File: config.mk
export PLATFORM = sky130hd
export DESIGN_NAME = tss_supervisor
export DESIGN_NICKNAME = d
export VERILOG_FILES = /design/src/tss_pkg.sv /design/src/tss_timer_if.sv /design/src/tss_sec_timer.sv /design/src/tss_supervisor.sv
export SDC_FILE = /design/constraint.sdc
export NUM_CORES = 1
export LEC_CHECK = 0
export BUFFER_PORTS_ARGS = -buffer_cell sky130_fd_sc_hd__buf_2
export CORE_MARGIN = 2
export CORE_UTILIZATION = 35
export DETAILED_ROUTE_END_ITERATION = 10
export GPL_TIMING_DRIVEN = 0
export PLACE_DENSITY = 0.54
export SYNTH_ARGS = -nofsm -noshare
export SYNTH_HDL_FRONTEND = slang
export SYNTH_SLANG_ARGS = --single-unit
File: constraint.sdc
create_clock -name clk_i -period 18 [get_ports clk_i]
set_clock_uncertainty 0.15 [all_clocks]
set_input_delay 3.6 -clock clk_i [delete_from_list [all_inputs] [get_ports clk_i]]
set_output_delay 3.6 -clock clk_i [all_outputs]
set_load 0.02 [all_outputs]
File: src/tss_pkg.sv
// Shared constants for the turbine speed supervisor.
// Assumes a single 25 MHz clock; speeds in whole rpm, times in seconds.
package tss_pkg;

  // ----------------------------------------------------------------------
  // Widths
  // ----------------------------------------------------------------------
  localparam int unsigned RPM_W  = 12;
  localparam int unsigned SEC_W  = 7;
  localparam int unsigned FUNC_W = 3;

  // ----------------------------------------------------------------------
  // Setting defaults and ranges
  // ----------------------------------------------------------------------
  localparam logic [RPM_W-1:0]  RPM_MAX          = 12'he10;
  localparam logic [RPM_W-1:0]  RPM_MIN          = 12'h000;
  localparam logic [RPM_W-1:0]  OVER_THR_DEF     = 12'h708;
  localparam logic [RPM_W-1:0]  UNDER_THR_DEF    = 12'h000;
  localparam logic [RPM_W-1:0]  BAND_DEF         = 12'h000;
  localparam logic [SEC_W-1:0]  LOW_TIME_DEF     = 7'h0a;
  localparam logic [SEC_W-1:0]  LOW_TIME_MIN     = 7'h05;
  localparam logic [SEC_W-1:0]  LOW_TIME_MAX     = 7'h64;
  localparam logic [SEC_W-1:0]  GRACE_DEF        = 7'h00;
  localparam logic [SEC_W-1:0]  GRACE_MIN        = 7'h00;
  localparam logic [SEC_W-1:0]  GRACE_MAX        = 7'h0a;
  localparam logic [SEC_W-1:0]  RAMP_TIME_DEF    = 7'h0a;
  localparam logic [SEC_W-1:0]  RAMP_TIME_MIN    = 7'h01;
  localparam logic [SEC_W-1:0]  RAMP_TIME_MAX    = 7'h64;
  localparam logic [FUNC_W-1:0] RELAY_FUNC_DEF   = 3'h4;
  localparam logic [FUNC_W-1:0] RELAY_FUNC_CTRL  = 3'h2;
  localparam logic [FUNC_W-1:0] RELAY_FUNC_LOWSD = 3'h3;

  // ----------------------------------------------------------------------
  // Timing
  // ----------------------------------------------------------------------
  localparam int unsigned CLK_PERIOD_NS = 40;
  localparam int unsigned SECOND_NS     = 1000000000;
  localparam int unsigned CYC_PER_SEC   = SECOND_NS / CLK_PERIOD_NS;

  // ----------------------------------------------------------------------
  // Control states
  // ----------------------------------------------------------------------
  typedef enum logic [2:0] {
    ST_IDLE,
    ST_RUN,
    ST_LOWSPD,
    ST_RAMP,
    ST_STOP
  } tss_state_e;

endpackage

File: src/tss_timer_if.sv
// Carrier between the supervisor and its seconds timers.
// Assumes both ends share the supervisor clock.
`timescale 1ns/10ps
interface tss_timer_if;
  logic                      run;
  logic [tss_pkg::SEC_W-1:0] limit;
  logic                      expired;

  modport ctrl (output run, output limit, input expired);
  modport tmr  (input run, input limit, output expired);
endinterface

File: src/tss_sec_timer.sv
// Seconds timer: counts whole seconds while run is high.
// Assumes run drops for at least one cycle between two timed intervals.
`timescale 1ns/10ps
module tss_sec_timer #(
  parameter int unsigned CYC_PER_SEC = tss_pkg::CYC_PER_SEC
) (
  input wire logic clk_i,
  input wire logic rst_i,
  tss_timer_if.tmr t
);

  localparam int unsigned DIV_W = $clog2(CYC_PER_SEC);
  localparam logic [DIV_W-1:0] DIV_LAST = DIV_W'(CYC_PER_SEC - 1);

  logic [DIV_W-1:0]          div_q;
  logic [DIV_W-1:0]          div_d;
  logic [tss_pkg::SEC_W-1:0] sec_q;
  logic [tss_pkg::SEC_W-1:0] sec_d;
  logic                      exp_q;
  logic                      exp_d;

  // ----------------------------------------------------------------------
  // Divider and seconds count
  // ----------------------------------------------------------------------
  always_comb begin
    div_d = '0;
    sec_d = '0;
    if (t.run) begin
      div_d = (div_q == DIV_LAST) ? '0 : div_q + 1'b1;
      sec_d = sec_q;
      // Saturate so a stalled interval never wraps back to zero
      if (div_q == DIV_LAST && sec_q != '1) begin
        sec_d = sec_q + 1'b1;
      end
    end
    exp_d = t.run && (sec_d >= t.limit);
  end

  always_ff @(posedge clk_i or posedge rst_i) begin
    if (rst_i) begin
      div_q <= '0;
      sec_q <= '0;
      exp_q <= 1'b0;
    end else begin
      div_q <= div_d;
      sec_q <= sec_d;
      exp_q <= exp_d;
    end
  end

  assign t.expired = exp_q;
endmodule

File: src/tss_supervisor.sv
// Turbine speed supervisor: overspeed, underspeed, skip bands and relay.
// Assumes speed, power and settings are synchronous to clk_i.
//
// Overview of operation
// Overspeed above threshold starts stop ramp
// Ramp length comes from stop ramp setting
// Function 2: relay closed only while controlling or low-speed motoring
// Low-speed motoring time limited, 5 to 100 s
// Never run inside three prohibited speed bands
// Overspeed tolerated for grace time first
// Underspeed threshold setting, default zero rpm
// Low speed without power ends in ramp
// Switch 4 enables supervision, disables pressure control
// Reset loads defaults; compare on speed update
`timescale 1ns/10ps
module tss_supervisor #(
  parameter int unsigned CYC_PER_SEC = tss_pkg::CYC_PER_SEC
) (
  input  wire logic                        clk_i,
  input  wire logic                        rst_i,
  input  wire logic                        wind_switch_i,
  input  wire logic                        run_request_i,
  input  wire logic [tss_pkg::RPM_W-1:0]   speed_i,
  input  wire logic                        speed_valid_i,
  input  wire logic                        power_produced_i,
  input  wire logic [tss_pkg::RPM_W-1:0]   speed_request_i,
  input  wire logic                        cfg_load_i,
  input  wire logic [tss_pkg::RPM_W-1:0]   overspeed_threshold_i,
  input  wire logic [tss_pkg::RPM_W-1:0]   underspeed_threshold_i,
  input  wire logic [tss_pkg::SEC_W-1:0]   overspeed_grace_time_i,
  input  wire logic [tss_pkg::SEC_W-1:0]   low_speed_motoring_time_i,
  input  wire logic [tss_pkg::SEC_W-1:0]   stop_ramp_time_i,
  input  wire logic [3*tss_pkg::RPM_W-1:0] skip_band_lower_i,
  input  wire logic [3*tss_pkg::RPM_W-1:0] skip_band_upper_i,
  input  wire logic [tss_pkg::FUNC_W-1:0]  status_relay_function_i,
  output logic                             relay_closed_o,
  output logic                             ramp_start_o,
  output logic                             ramp_active_o,
  output logic [tss_pkg::SEC_W-1:0]        ramp_time_o,
  output logic                             min_speed_motoring_o,
  output logic                             in_control_o,
  output logic                             pressure_ctrl_enable_o,
  output logic [tss_pkg::RPM_W-1:0]        speed_target_o
);

  localparam int unsigned RW = tss_pkg::RPM_W;
  localparam int unsigned SW = tss_pkg::SEC_W;

  // ----------------------------------------------------------------------
  // Settings
  // ----------------------------------------------------------------------
  logic [RW-1:0]   over_thr_q, over_thr_d, under_thr_q, under_thr_d;
  logic [SW-1:0]   grace_q, grace_d, low_time_q, low_time_d;
  logic [SW-1:0]   ramp_time_q, ramp_time_d;
  logic [3*RW-1:0] band_lo_q, band_lo_d, band_hi_q, band_hi_d;
  logic [tss_pkg::FUNC_W-1:0] func_q, func_d;
  logic            wind_q, wind_d;

  function automatic logic [RW-1:0] clamp_rpm(input logic [RW-1:0] v);
    clamp_rpm = (v > tss_pkg::RPM_MAX) ? tss_pkg::RPM_MAX : v;
  endfunction

  function automatic logic [SW-1:0] clamp_sec(input logic [SW-1:0] v,
                                              input logic [SW-1:0] lo,
                                              input logic [SW-1:0] hi);
    clamp_sec = (v < lo) ? lo : ((v > hi) ? hi : v);
  endfunction

  always_comb begin
    over_thr_d  = over_thr_q;
    under_thr_d = under_thr_q;
    grace_d     = grace_q;
    low_time_d  = low_time_q;
    ramp_time_d = ramp_time_q;
    band_lo_d   = band_lo_q;
    band_hi_d   = band_hi_q;
    func_d      = func_q;
    wind_d      = wind_switch_i;
    // Out-of-range writes are clamped rather than refused
    if (cfg_load_i) begin
      over_thr_d  = clamp_rpm(overspeed_threshold_i);
      under_thr_d = clamp_rpm(underspeed_threshold_i);
      grace_d     = clamp_sec(overspeed_grace_time_i, tss_pkg::GRACE_MIN,
                              tss_pkg::GRACE_MAX);
      low_time_d  = clamp_sec(low_speed_motoring_time_i,
                              tss_pkg::LOW_TIME_MIN,
                              tss_pkg::LOW_TIME_MAX);
      ramp_time_d = clamp_sec(stop_ramp_time_i, tss_pkg::RAMP_TIME_MIN,
                              tss_pkg::RAMP_TIME_MAX);
      for (int i = 0; i < 3; i++) begin
        band_lo_d[i*RW +: RW] = clamp_rpm(skip_band_lower_i[i*RW +: RW]);
        band_hi_d[i*RW +: RW] = clamp_rpm(skip_band_upper_i[i*RW +: RW]);
      end
      func_d = status_relay_function_i;
    end
  end

  always_ff @(posedge clk_i or posedge rst_i) begin
    if (rst_i) begin
      over_thr_q  <= tss_pkg::OVER_THR_DEF;
      under_thr_q <= tss_pkg::UNDER_THR_DEF;
      grace_q     <= tss_pkg::GRACE_DEF;
      low_time_q  <= tss_pkg::LOW_TIME_DEF;
      ramp_time_q <= tss_pkg::RAMP_TIME_DEF;
      band_lo_q   <= {3{tss_pkg::BAND_DEF}};
      band_hi_q   <= {3{tss_pkg::BAND_DEF}};
      func_q      <= tss_pkg::RELAY_FUNC_DEF;
      wind_q      <= 1'b0;
    end else begin
      over_thr_q  <= over_thr_d;
      under_thr_q <= under_thr_d;
      grace_q     <= grace_d;
      low_time_q  <= low_time_d;
      ramp_time_q <= ramp_time_d;
      band_lo_q   <= band_lo_d;
      band_hi_q   <= band_hi_d;
      func_q      <= func_d;
      wind_q      <= wind_d;
    end
  end

  // ----------------------------------------------------------------------
  // Skip bands
  // ----------------------------------------------------------------------
  logic [2:0]    band_hit;
  logic [RW-1:0] target_adj;

  // Empty band (upper not above lower) is inactive, so defaults do nothing
  for (genvar g = 0; g < 3; g++) begin : g_band
    assign band_hit[g] =
      (band_hi_q[g*RW +: RW] > band_lo_q[g*RW +: RW]) &&
      (speed_request_i > band_lo_q[g*RW +: RW]) &&
      (speed_request_i < band_hi_q[g*RW +: RW]);
  end

  // Lowest-numbered hit band (band 0 first) wins; settles on its lower edge
  always_comb begin
    target_adj = speed_request_i;
    for (int i = 2; i >= 0; i--) begin
      if (band_hit[i]) begin
        target_adj = band_lo_q[i*RW +: RW];
      end
    end
  end

  // ----------------------------------------------------------------------
  // Timers
  // ----------------------------------------------------------------------
  tss_timer_if grace_t ();
  tss_timer_if phase_t ();

  tss_sec_timer #(.CYC_PER_SEC(CYC_PER_SEC)) u_grace (
    .clk_i (clk_i),
    .rst_i (rst_i),
    .t     (grace_t.tmr)
  );

  tss_sec_timer #(.CYC_PER_SEC(CYC_PER_SEC)) u_phase (
    .clk_i (clk_i),
    .rst_i (rst_i),
    .t     (phase_t.tmr)
  );

  // ----------------------------------------------------------------------
  // Control state
  // ----------------------------------------------------------------------
  tss_pkg::tss_state_e state_q, state_d;
  logic          over_q, over_d, under_q, under_d;
  logic          entered_q, entered_d, low_stop_q, low_stop_d;
  logic          relay_q, relay_d, rstart_q, rstart_d;
  logic [RW-1:0] target_q, target_d;
  logic          phase_done;

  assign grace_t.run   = (state_q == tss_pkg::ST_RUN) && over_q;
  assign grace_t.limit = grace_q;
  // Timer held idle on the entry cycle so each phase restarts from zero
  assign phase_t.run   = ((state_q == tss_pkg::ST_LOWSPD) ||
                          (state_q == tss_pkg::ST_RAMP)) && !entered_q;
  assign phase_t.limit = (state_q == tss_pkg::ST_RAMP) ? ramp_time_q
                                                       : low_time_q;
  assign phase_done    = phase_t.expired && !entered_q;

  always_comb begin
    state_d    = state_q;
    over_d     = over_q;
    under_d    = under_q;
    low_stop_d = low_stop_q;
    target_d   = '0;
    if (speed_valid_i) begin
      over_d  = speed_i > over_thr_q;
      under_d = speed_i <= under_thr_q;
    end
    unique case (state_q)
      tss_pkg::ST_IDLE: begin
        if (run_request_i) begin
          state_d    = tss_pkg::ST_RUN;
          low_stop_d = 1'b0;
        end
      end
      tss_pkg::ST_RUN: begin
        target_d = target_adj;
        // Expiry alone is stale once speed has dropped back under
        if (grace_t.expired && over_q) begin
          state_d = tss_pkg::ST_RAMP;
        end else if (under_q) begin
          state_d = tss_pkg::ST_LOWSPD;
        end
      end
      tss_pkg::ST_LOWSPD: begin
        if (power_produced_i) begin
          state_d = tss_pkg::ST_RUN;
        end else if (phase_done) begin
          state_d    = tss_pkg::ST_RAMP;
          low_stop_d = 1'b1;
        end
      end
      tss_pkg::ST_RAMP: begin
        if (phase_done) begin
          state_d = tss_pkg::ST_STOP;
        end
      end
      tss_pkg::ST_STOP: begin
        if (!run_request_i) begin
          state_d = tss_pkg::ST_IDLE;
        end
      end
    endcase
    if (!wind_q) begin
      state_d = tss_pkg::ST_IDLE;
    end
    entered_d = state_d != state_q;
    rstart_d  = (state_d == tss_pkg::ST_RAMP) &&
                (state_q != tss_pkg::ST_RAMP);
    relay_d   = 1'b0;
    if (func_d == tss_pkg::RELAY_FUNC_CTRL) begin
      relay_d = (state_d == tss_pkg::ST_RUN) ||
                (state_d == tss_pkg::ST_LOWSPD);
    end else if (func_d == tss_pkg::RELAY_FUNC_LOWSD) begin
      relay_d = !low_stop_d;
    end
  end

  always_ff @(posedge clk_i or posedge rst_i) begin
    if (rst_i) begin
      state_q    <= tss_pkg::ST_IDLE;
      over_q     <= 1'b0;
      under_q    <= 1'b0;
      entered_q  <= 1'b0;
      low_stop_q <= 1'b0;
      relay_q    <= 1'b0;
      rstart_q   <= 1'b0;
      target_q   <= '0;
    end else begin
      state_q    <= state_d;
      over_q     <= over_d;
      under_q    <= under_d;
      entered_q  <= entered_d;
      low_stop_q <= low_stop_d;
      relay_q    <= relay_d;
      rstart_q   <= rstart_d;
      target_q   <= target_d;
    end
  end

  assign relay_closed_o         = relay_q;
  assign ramp_start_o           = rstart_q;
  assign ramp_active_o          = state_q == tss_pkg::ST_RAMP;
  assign ramp_time_o            = ramp_time_q;
  assign min_speed_motoring_o   = state_q == tss_pkg::ST_LOWSPD;
  assign in_control_o           = state_q == tss_pkg::ST_RUN;
  assign pressure_ctrl_enable_o = !wind_q;
  assign speed_target_o         = target_q;
endmodule

==> results of run 1 <==
[cell usage after synthesis (4+ instances only)]
cell,number,share of area (%)
sky130_fd_sc_hd__a211oi_1,14,0.83
sky130_fd_sc_hd__nor2b_1,13,0.64
sky130_fd_sc_hd__or2_2,4,0.20
sky130_fd_sc_hd__a31o_2,9,0.62
sky130_fd_sc_hd__xnor2_1,24,1.7
sky130_fd_sc_hd__o211ai_1,7,0.41
sky130_fd_sc_hd__a21o_1,19,1.1
sky130_fd_sc_hd__a31o_1,5,0.35
sky130_fd_sc_hd__nor4_1,24,1.2
sky130_fd_sc_hd__o22ai_1,38,1.9
sky130_fd_sc_hd__and2_1,17,0.84
sky130_fd_sc_hd__nand2b_1,10,0.49
sky130_fd_sc_hd__ha_1,147,15
sky130_fd_sc_hd__dfstp_2,9,1.9
sky130_fd_sc_hd__a21oi_1,69,2.7
sky130_fd_sc_hd__and3_1,29,1.4
sky130_fd_sc_hd__nand2_1,163,4.8
sky130_fd_sc_hd__a21boi_0,9,0.53
sky130_fd_sc_hd__mux2_2,8,0.71
sky130_fd_sc_hd__mux2i_1,6,0.47
sky130_fd_sc_hd__a31oi_1,6,0.30
sky130_fd_sc_hd__or3_1,8,0.39
sky130_fd_sc_hd__inv_1,138,4.1
sky130_fd_sc_hd__nand3_1,42,1.7
sky130_fd_sc_hd__nor2_1,113,3.3
sky130_fd_sc_hd__nor3_1,24,0.95
sky130_fd_sc_hd__dfrtp_1,199,39
sky130_fd_sc_hd__buf_2,12,0.47
sky130_fd_sc_hd__clkbuf_1,25,0.74
sky130_fd_sc_hd__xor2_1,27,1.9
sky130_fd_sc_hd__o21ai_0,100,3.9
sky130_fd_sc_hd__nand4_1,29,1.4
sky130_fd_sc_hd__a221o_1,14,1.1
sky130_fd_sc_hd__and4_1,4,0.28
sky130_fd_sc_hd__buf_1,5,0.15
[kinds of logic (layout without fill, tap and decap cells)]
kind of cell / Yosys count / after routing / synth area share (%)
buffers and inverters: 180 / 401 / 5.45
AND/OR/NAND/NOR: 499 / 499 / 19.0
multiplexers: 14 / 14 / 1.18
AO/OA/AOI/OAI: 306 / 306 / 15.2
XOR/XNOR: 51 / 51 / 3.52
flip-flops: 208 / 208 / 41.1
other: 0 / 5 / 0
adder cells (fa/ha/maj): 147 / 147 / 14.5
[sequential cells by signal, indices dropped and copies added (netlist names), 3 cells and up]
register,cells
band_hi_q,36
u_phase.sec_q,7
speed_target_o,12
ramp_time_o,7
grace_q,7
band_lo_q,36
u_grace.sec_q,7
state_q,3
u_phase.div_q,25
u_grace.div_q,25
func_q,3
over_thr_q,12
low_time_q,7
under_thr_q,12
[routing by layer]
metal | vias up | part of all wire, % | GRT usage, %
met1 | 5254 | 47 | 27.8
li1 | 5360 | - | -
met3 | 59 | 6.3 | 4.56
met4 | 4 | 2.1 | 4.64
met2 | 253 | 45 | 32.5
met5 | - | 0.055 | 0
[critical path: stages (launching register included)]
cell and delay [ns]:
sky130_fd_sc_hd__dfrtp_1 0.36, sky130_fd_sc_hd__clkbuf_1 0.17, sky130_fd_sc_hd__clkbuf_1 0.26, sky130_fd_sc_hd__nor3_1 0.55, sky130_fd_sc_hd__clkbuf_1 0.48, sky130_fd_sc_hd__buf_2 0.26
[layout make-up]
class                   instances  area share, %
multi-input cells            1017           45.0
flip-flops and latches        208           34.7
repair buffers                175           5.97
clock buffers                  38           5.03
well taps                     461           3.84
inverters                     138           3.49
plain buffers                  42           1.15
clock inverters                 8          0.716
diodes                          5         0.0832
[per-stage QoR]
stage | cells | util [%]
2_1_floorplan | 1405 | -
3_3_place_gp | 2040 | 39.6
3_5_place_dp | 2041 | 39.7
4_1_cts | 2087 | 42.1
5_1_grt | 2088 | 42.1
6_report | 2092 | 42.2
[worst paths after layout]
kind	to	slack (ns)	cells past startpoint
min in group asynchronous	band_hi_q[11]	3.08	2
worst max register to register	u_grace.t.expired	14.52	14
worst max-delay path	ramp_active_o	11.64	5
worst min-delay path	u_phase.div_q[0]	0.31	1
worst min register to register	u_phase.div_q[0]	0.31	1
max in group asynchronous	over_thr_q[9]	13.62	3
[power by group]
part           switching [W]  internal [W]
Sequential         0.0000190      0.000501
Clock               0.000208      0.000319
Combinational       0.000166      0.000101
==> impl_metrics.toml, run 1 <==
[worst_hold_path]
timing.hold.worst.start = "u_phase.div_q[0]"
hold_class = "flip-flop to flip-flop"

[synthesis]
synth_seq_cells = 208
ys.flop_type = "sky130_fd_sc_hd__dfrtp_1"
synth.lib_cells_used.distinct = 64
postSynthCellCount = 1405
share_of_synthesized_area_occupied_by_flip_flops_and_latches_pct = 41.1
ys_async_sr_fraction_pct = 100
synth_area_sq_um = 12700
yosys_warnings = 0
post_synth_edffs = 0
synthesis.nets = 1703
avgSynthCellArea_sq_um = 9.02

[sta]
report.final.slew_viol_count = 0
maxSlewHeadroom_pct = 25.9
final.min_clock_period_ns = 6.36
min_period_over_period_pct = 35.3
hold_slack_ns = 0.306
setup_slack_ns = 11.64
hold_viol_final = 0
worst_pin_slew_ns = 1.11
tns_ns = 0
clock.fmax_mhz = 157
setup_viol = 0
grt_setup_unrepaired = "false"

[cts]
post_cts_resized = 0
cts_tree = "done"
ctsRootBufferMaster = "sky130_fd_sc_hd__clkbuf_16"
cts_max_level = 1
clk_pin_slew_ns = 0.05
post-cts-setup-buffer-count = 0
tritoncts_buffers = 26
clk_latency_ns = 0.54
clockBufferDepth = 3
hold_buffers = 0
tritoncts_num_sinks = 208

[layout]
area_growth_syn_to_layout_pct = 18.6
seqCellArea_sq_um = 5220
layout_common_cells = "sky130_fd_sc_hd__dfrtp_1 (199), sky130_fd_sc_hd__buf_2 (186), sky130_fd_sc_hd__nand2_1 (163)"
design.final.nets = 1906
postLayoutCellArea_sq_um = 15000
fillers = 3521
final_layout_size_suffix_gt1_share_pct = 16.7
layout_commonest_cell = "sky130_fd_sc_hd__dfrtp_1"
multi_input_comb_area_sq_um = 6770

[grt]
number_of_global_route_vias_before_repair = 10900
grt_overflow_total = 0
overall_global_routing_resource_usage_pct = 20.2
grt_max_degree = 108
wire_length_of_the_first_global_routing_pass_um = 60100
antenna_violations_before_repair = 6

[place]
dp.final_hpwl_um = 29200
placement.setup.worst_slack_ns = 11.16
gp_routability_congestion = 0.846
postPlaceCellArea_sq_um = 14200
placement.io_buffers = 174

[floorplanning]
core.rowCount = 69
die-area_sq_um = 37800
die_height_um = 194
initial_core_util_pct = 35.6
die-width_um = 194
core_area_sq_um = 35700
design.portCount = 176

[outcome]
violated_checks = "DRC"
run_status = "finished with violations"

[setup_path]
required_ns = 14.25
worstSetupEndpointType = "primary output"
setup.worst_path.start = "state_q[2]"
crit_arrival_ns = 2.61
cp_max_fo = 10
critPathKind = "flip-flop to primary output"
startpoint_type = "flip-flop"
rr_startpoint = "u_grace.div_q[10]"

[job]
maxCapViolations = 0

[detailed_routing]
detail_route.first_pass.iterations = 8
final_routed_wirelength_across_all_metal_layers_um = 38400
via_count = 10900
antenna_nets_post_route = 0
remaining_drc_errors = 16
detail_route.vias_per_cell = 5.22
post_drt_wl_per_cell_um = 18.3
drt_first_iter_violations = 556

[power]
ir_worst_vdd_v = 0.0000820
design_power_total_w = 0.00131
p_leak_nw = 7.16
cellPowerDensity_nw_per_um2 = 87.4
No activity file was read; power rests on OpenSTA's default activity.
==> run 2, diff against run 1 <==
==> constraint.sdc (replaced) <==
create_clock -name clk_i -period 6.4 [get_ports clk_i]
set_clock_uncertainty 0.15 [all_clocks]
set_input_delay 1.28 -clock clk_i [delete_from_list [all_inputs] [get_ports clk_i]]
set_output_delay 1.28 -clock clk_i [all_outputs]
set_load 0.02 [all_outputs]
==> run 2 against run 1 <==
  * The flow still finishes with violations (DRC)
  * Combinational power rose to 2.8 times the previous value
  * First-iteration DRC count rose by 5.4%
  * Die area did not move
  * Count of clock-buffer cells in the layout fell by 1
  * Critical endpoint unchanged
==> impl_metrics.toml, run 2 (synthesis gave the netlist of run 1 again) <==
[outcome]
run_status = "finished with violations"
violated_checks = "DRC"

[power]
switching_share_pct = 29.0
pwr-share-clk_pct = 41.8
ir_worst_vdd_v = 0.000182
intPower_w = 0.00271
p_leak_nw = 7.23
pwr-share-comb_pct = 19.8
seq_pwr_share_pct = 38.4
p_sw_w = 0.00111
cellPowerDensity_nw_per_um2 = 251

[cts]
clockBufferDepth = 3
ctsRootBufferMaster = "sky130_fd_sc_hd__clkbuf_16"
tritoncts_buffers = 26
hold_buffers = 0
cts_tree = "done"
tritoncts_num_sinks = 208
clk_pin_slew_ns = 0.06
post_cts_resized = 0
clk_latency_ns = 0.55
cts_max_level = 1
post-cts-setup-buffer-count = 0

[setup_path]
rr_startpoint = "state_q[2]"
setup.worst_path.start = "state_q[2]"
cp_max_fo = 10
startpoint_type = "flip-flop"
crit_arrival_ns = 2.73
required_ns = 4.97
critPathKind = "flip-flop to primary output"
worstSetupEndpointType = "primary output"

[detailed_routing]
via_count = 10900
final_routed_wirelength_across_all_metal_layers_um = 38300
post_drt_wl_per_cell_um = 18.3
remaining_drc_errors = 14
detail_route.first_pass.iterations = 11
drt_first_iter_violations = 586
detail_route.vias_per_cell = 5.19
antenna_nets_post_route = 0

[sta]
maxSlewHeadroom_pct = 24.4
report.final.slew_viol_count = 0
worst_pin_slew_ns = 1.13
tns_ns = 0
setup_slack_ns = 2.24
min_period_over_period_pct = 65.0
final.min_clock_period_ns = 4.16
clock.fmax_mhz = 240
grt_setup_unrepaired = "false"
hold_viol_final = 0
setup_viol = 0

[floorplanning]
core_area_sq_um = 35700
initial_core_util_pct = 35.6
die-area_sq_um = 37800
die_height_um = 194
core.rowCount = 69
die-width_um = 194
design.portCount = 176

[layout]
reg_top3 = "band_hi_q: 36 flops, band_lo_q: 36 flops"
postLayoutCellArea_sq_um = 15200
post-route-util_pct = 42.6
final_layout_size_suffix_gt1_share_pct = 17.1
layout_commonest_cell = "sky130_fd_sc_hd__dfrtp_1"
layout_common_cells = "sky130_fd_sc_hd__dfrtp_1 (199), sky130_fd_sc_hd__buf_2 (186), sky130_fd_sc_hd__nand2_1 (163)"
design.final.nets = 1911
area_growth_syn_to_layout_pct = 19.9
post_layout_nonfiller_instances = 2097

[grt]
number_of_global_route_vias_before_repair = 10900
antenna_violations_before_repair = 7
overall_global_routing_resource_usage_pct = 20.3
grt_overflow_total = 0
wire_length_of_the_first_global_routing_pass_um = 60500
grt_max_degree = 41

[job]
maxCapViolations = 0

[place]
gp_routability_congestion = 0.845
dp.final_hpwl_um = 29900
postPlaceCellArea_sq_um = 14200
placement.io_buffers = 174
placement.setup.worst_slack_ns = 1.89
post-place-cells = 2046

[worst_hold_path]
timing.hold.worst.start = "u_phase.div_q[0]"
hold_class = "flip-flop to flip-flop"
-- run 2: cell count changes in the layout (fill, tap and decap cells not counted), sizes merged --
cell	change
buf	+5
bufinv	+3
clkbuf	-1
clkinvlp	+1
diode	-2
inv	-1
-- run 2: final cells by class --
cell class | count | area (sq um)
Fill cell | 3612 | 20500
Timing Repair Buffer | 180 | 991
Multi-Input combinational cell | 1017 | 6770
Clock buffer | 37 | 742
Buffer | 42 | 173
Clock inverter | 11 | 198
Antenna cell | 3 | 7.51
Inverter | 138 | 522
Sequential cell | 208 | 5220
Tap cell | 461 | 577
-- run 2: final timing paths --
kind | depth (start not counted) | slack (ns) | to
hold / removal | 1 | 0.31 | u_phase.div_q[0]
setup / recovery | 5 | 2.24 | ramp_active_o
min in group asynchronous | 2 | 0.69 | u_grace.div_q[2]
hold reg to reg | 1 | 0.31 | u_phase.div_q[0]
setup reg to reg | 13 | 2.92 | u_phase.t.expired
max in group asynchronous | 5 | 4.26 | over_thr_q[3]
-- run 2: power groups by stage --
| stage | combinational (W) | clock, W | sequential (W) |
|---|---|---|---|
| finish | 0.000755 | 0.00160 | 0.00146 |
| global route | 0.000855 | 0.00168 | 0.00147 |
| CTS | 0.000757 | 0.00164 | 0.00146 |
| detailed placement | 0.000753 | 0 | 0.00149 |
| global placement | 0.000726 | 0 | 0.00149 |
| floorplan | 0.000459 | 0 | 0.00149 |
-- run 2: stage by stage --
step	total power (W)	hold WS [ns]
floorplan	0.00195	0.274
global placement	0.00221	0.292
detailed placement	0.00224	0.300
CTS	0.00386	0.314
global route	0.00401	0.354
finish	0.00381	0.315
-- run 2: metal layers --
layer	track usage [%]	up-vias	share of wire [%]
met5	0	-	0.11
met4	5.16	6	2.3
met3	4.34	59	6.8
met2	32.8	291	46
met1	27.8	5172	45
li1	-	5362	-
-- run 2: critical path: stages (launching register included) --
cell and delay [ns]:
sky130_fd_sc_hd__dfrtp_1 0.36, sky130_fd_sc_hd__clkbuf_1 0.18, sky130_fd_sc_hd__clkbuf_1 0.27, sky130_fd_sc_hd__nor3_1 0.64
sky130_fd_sc_hd__clkbuf_1 0.50, sky130_fd_sc_hd__buf_2 0.27
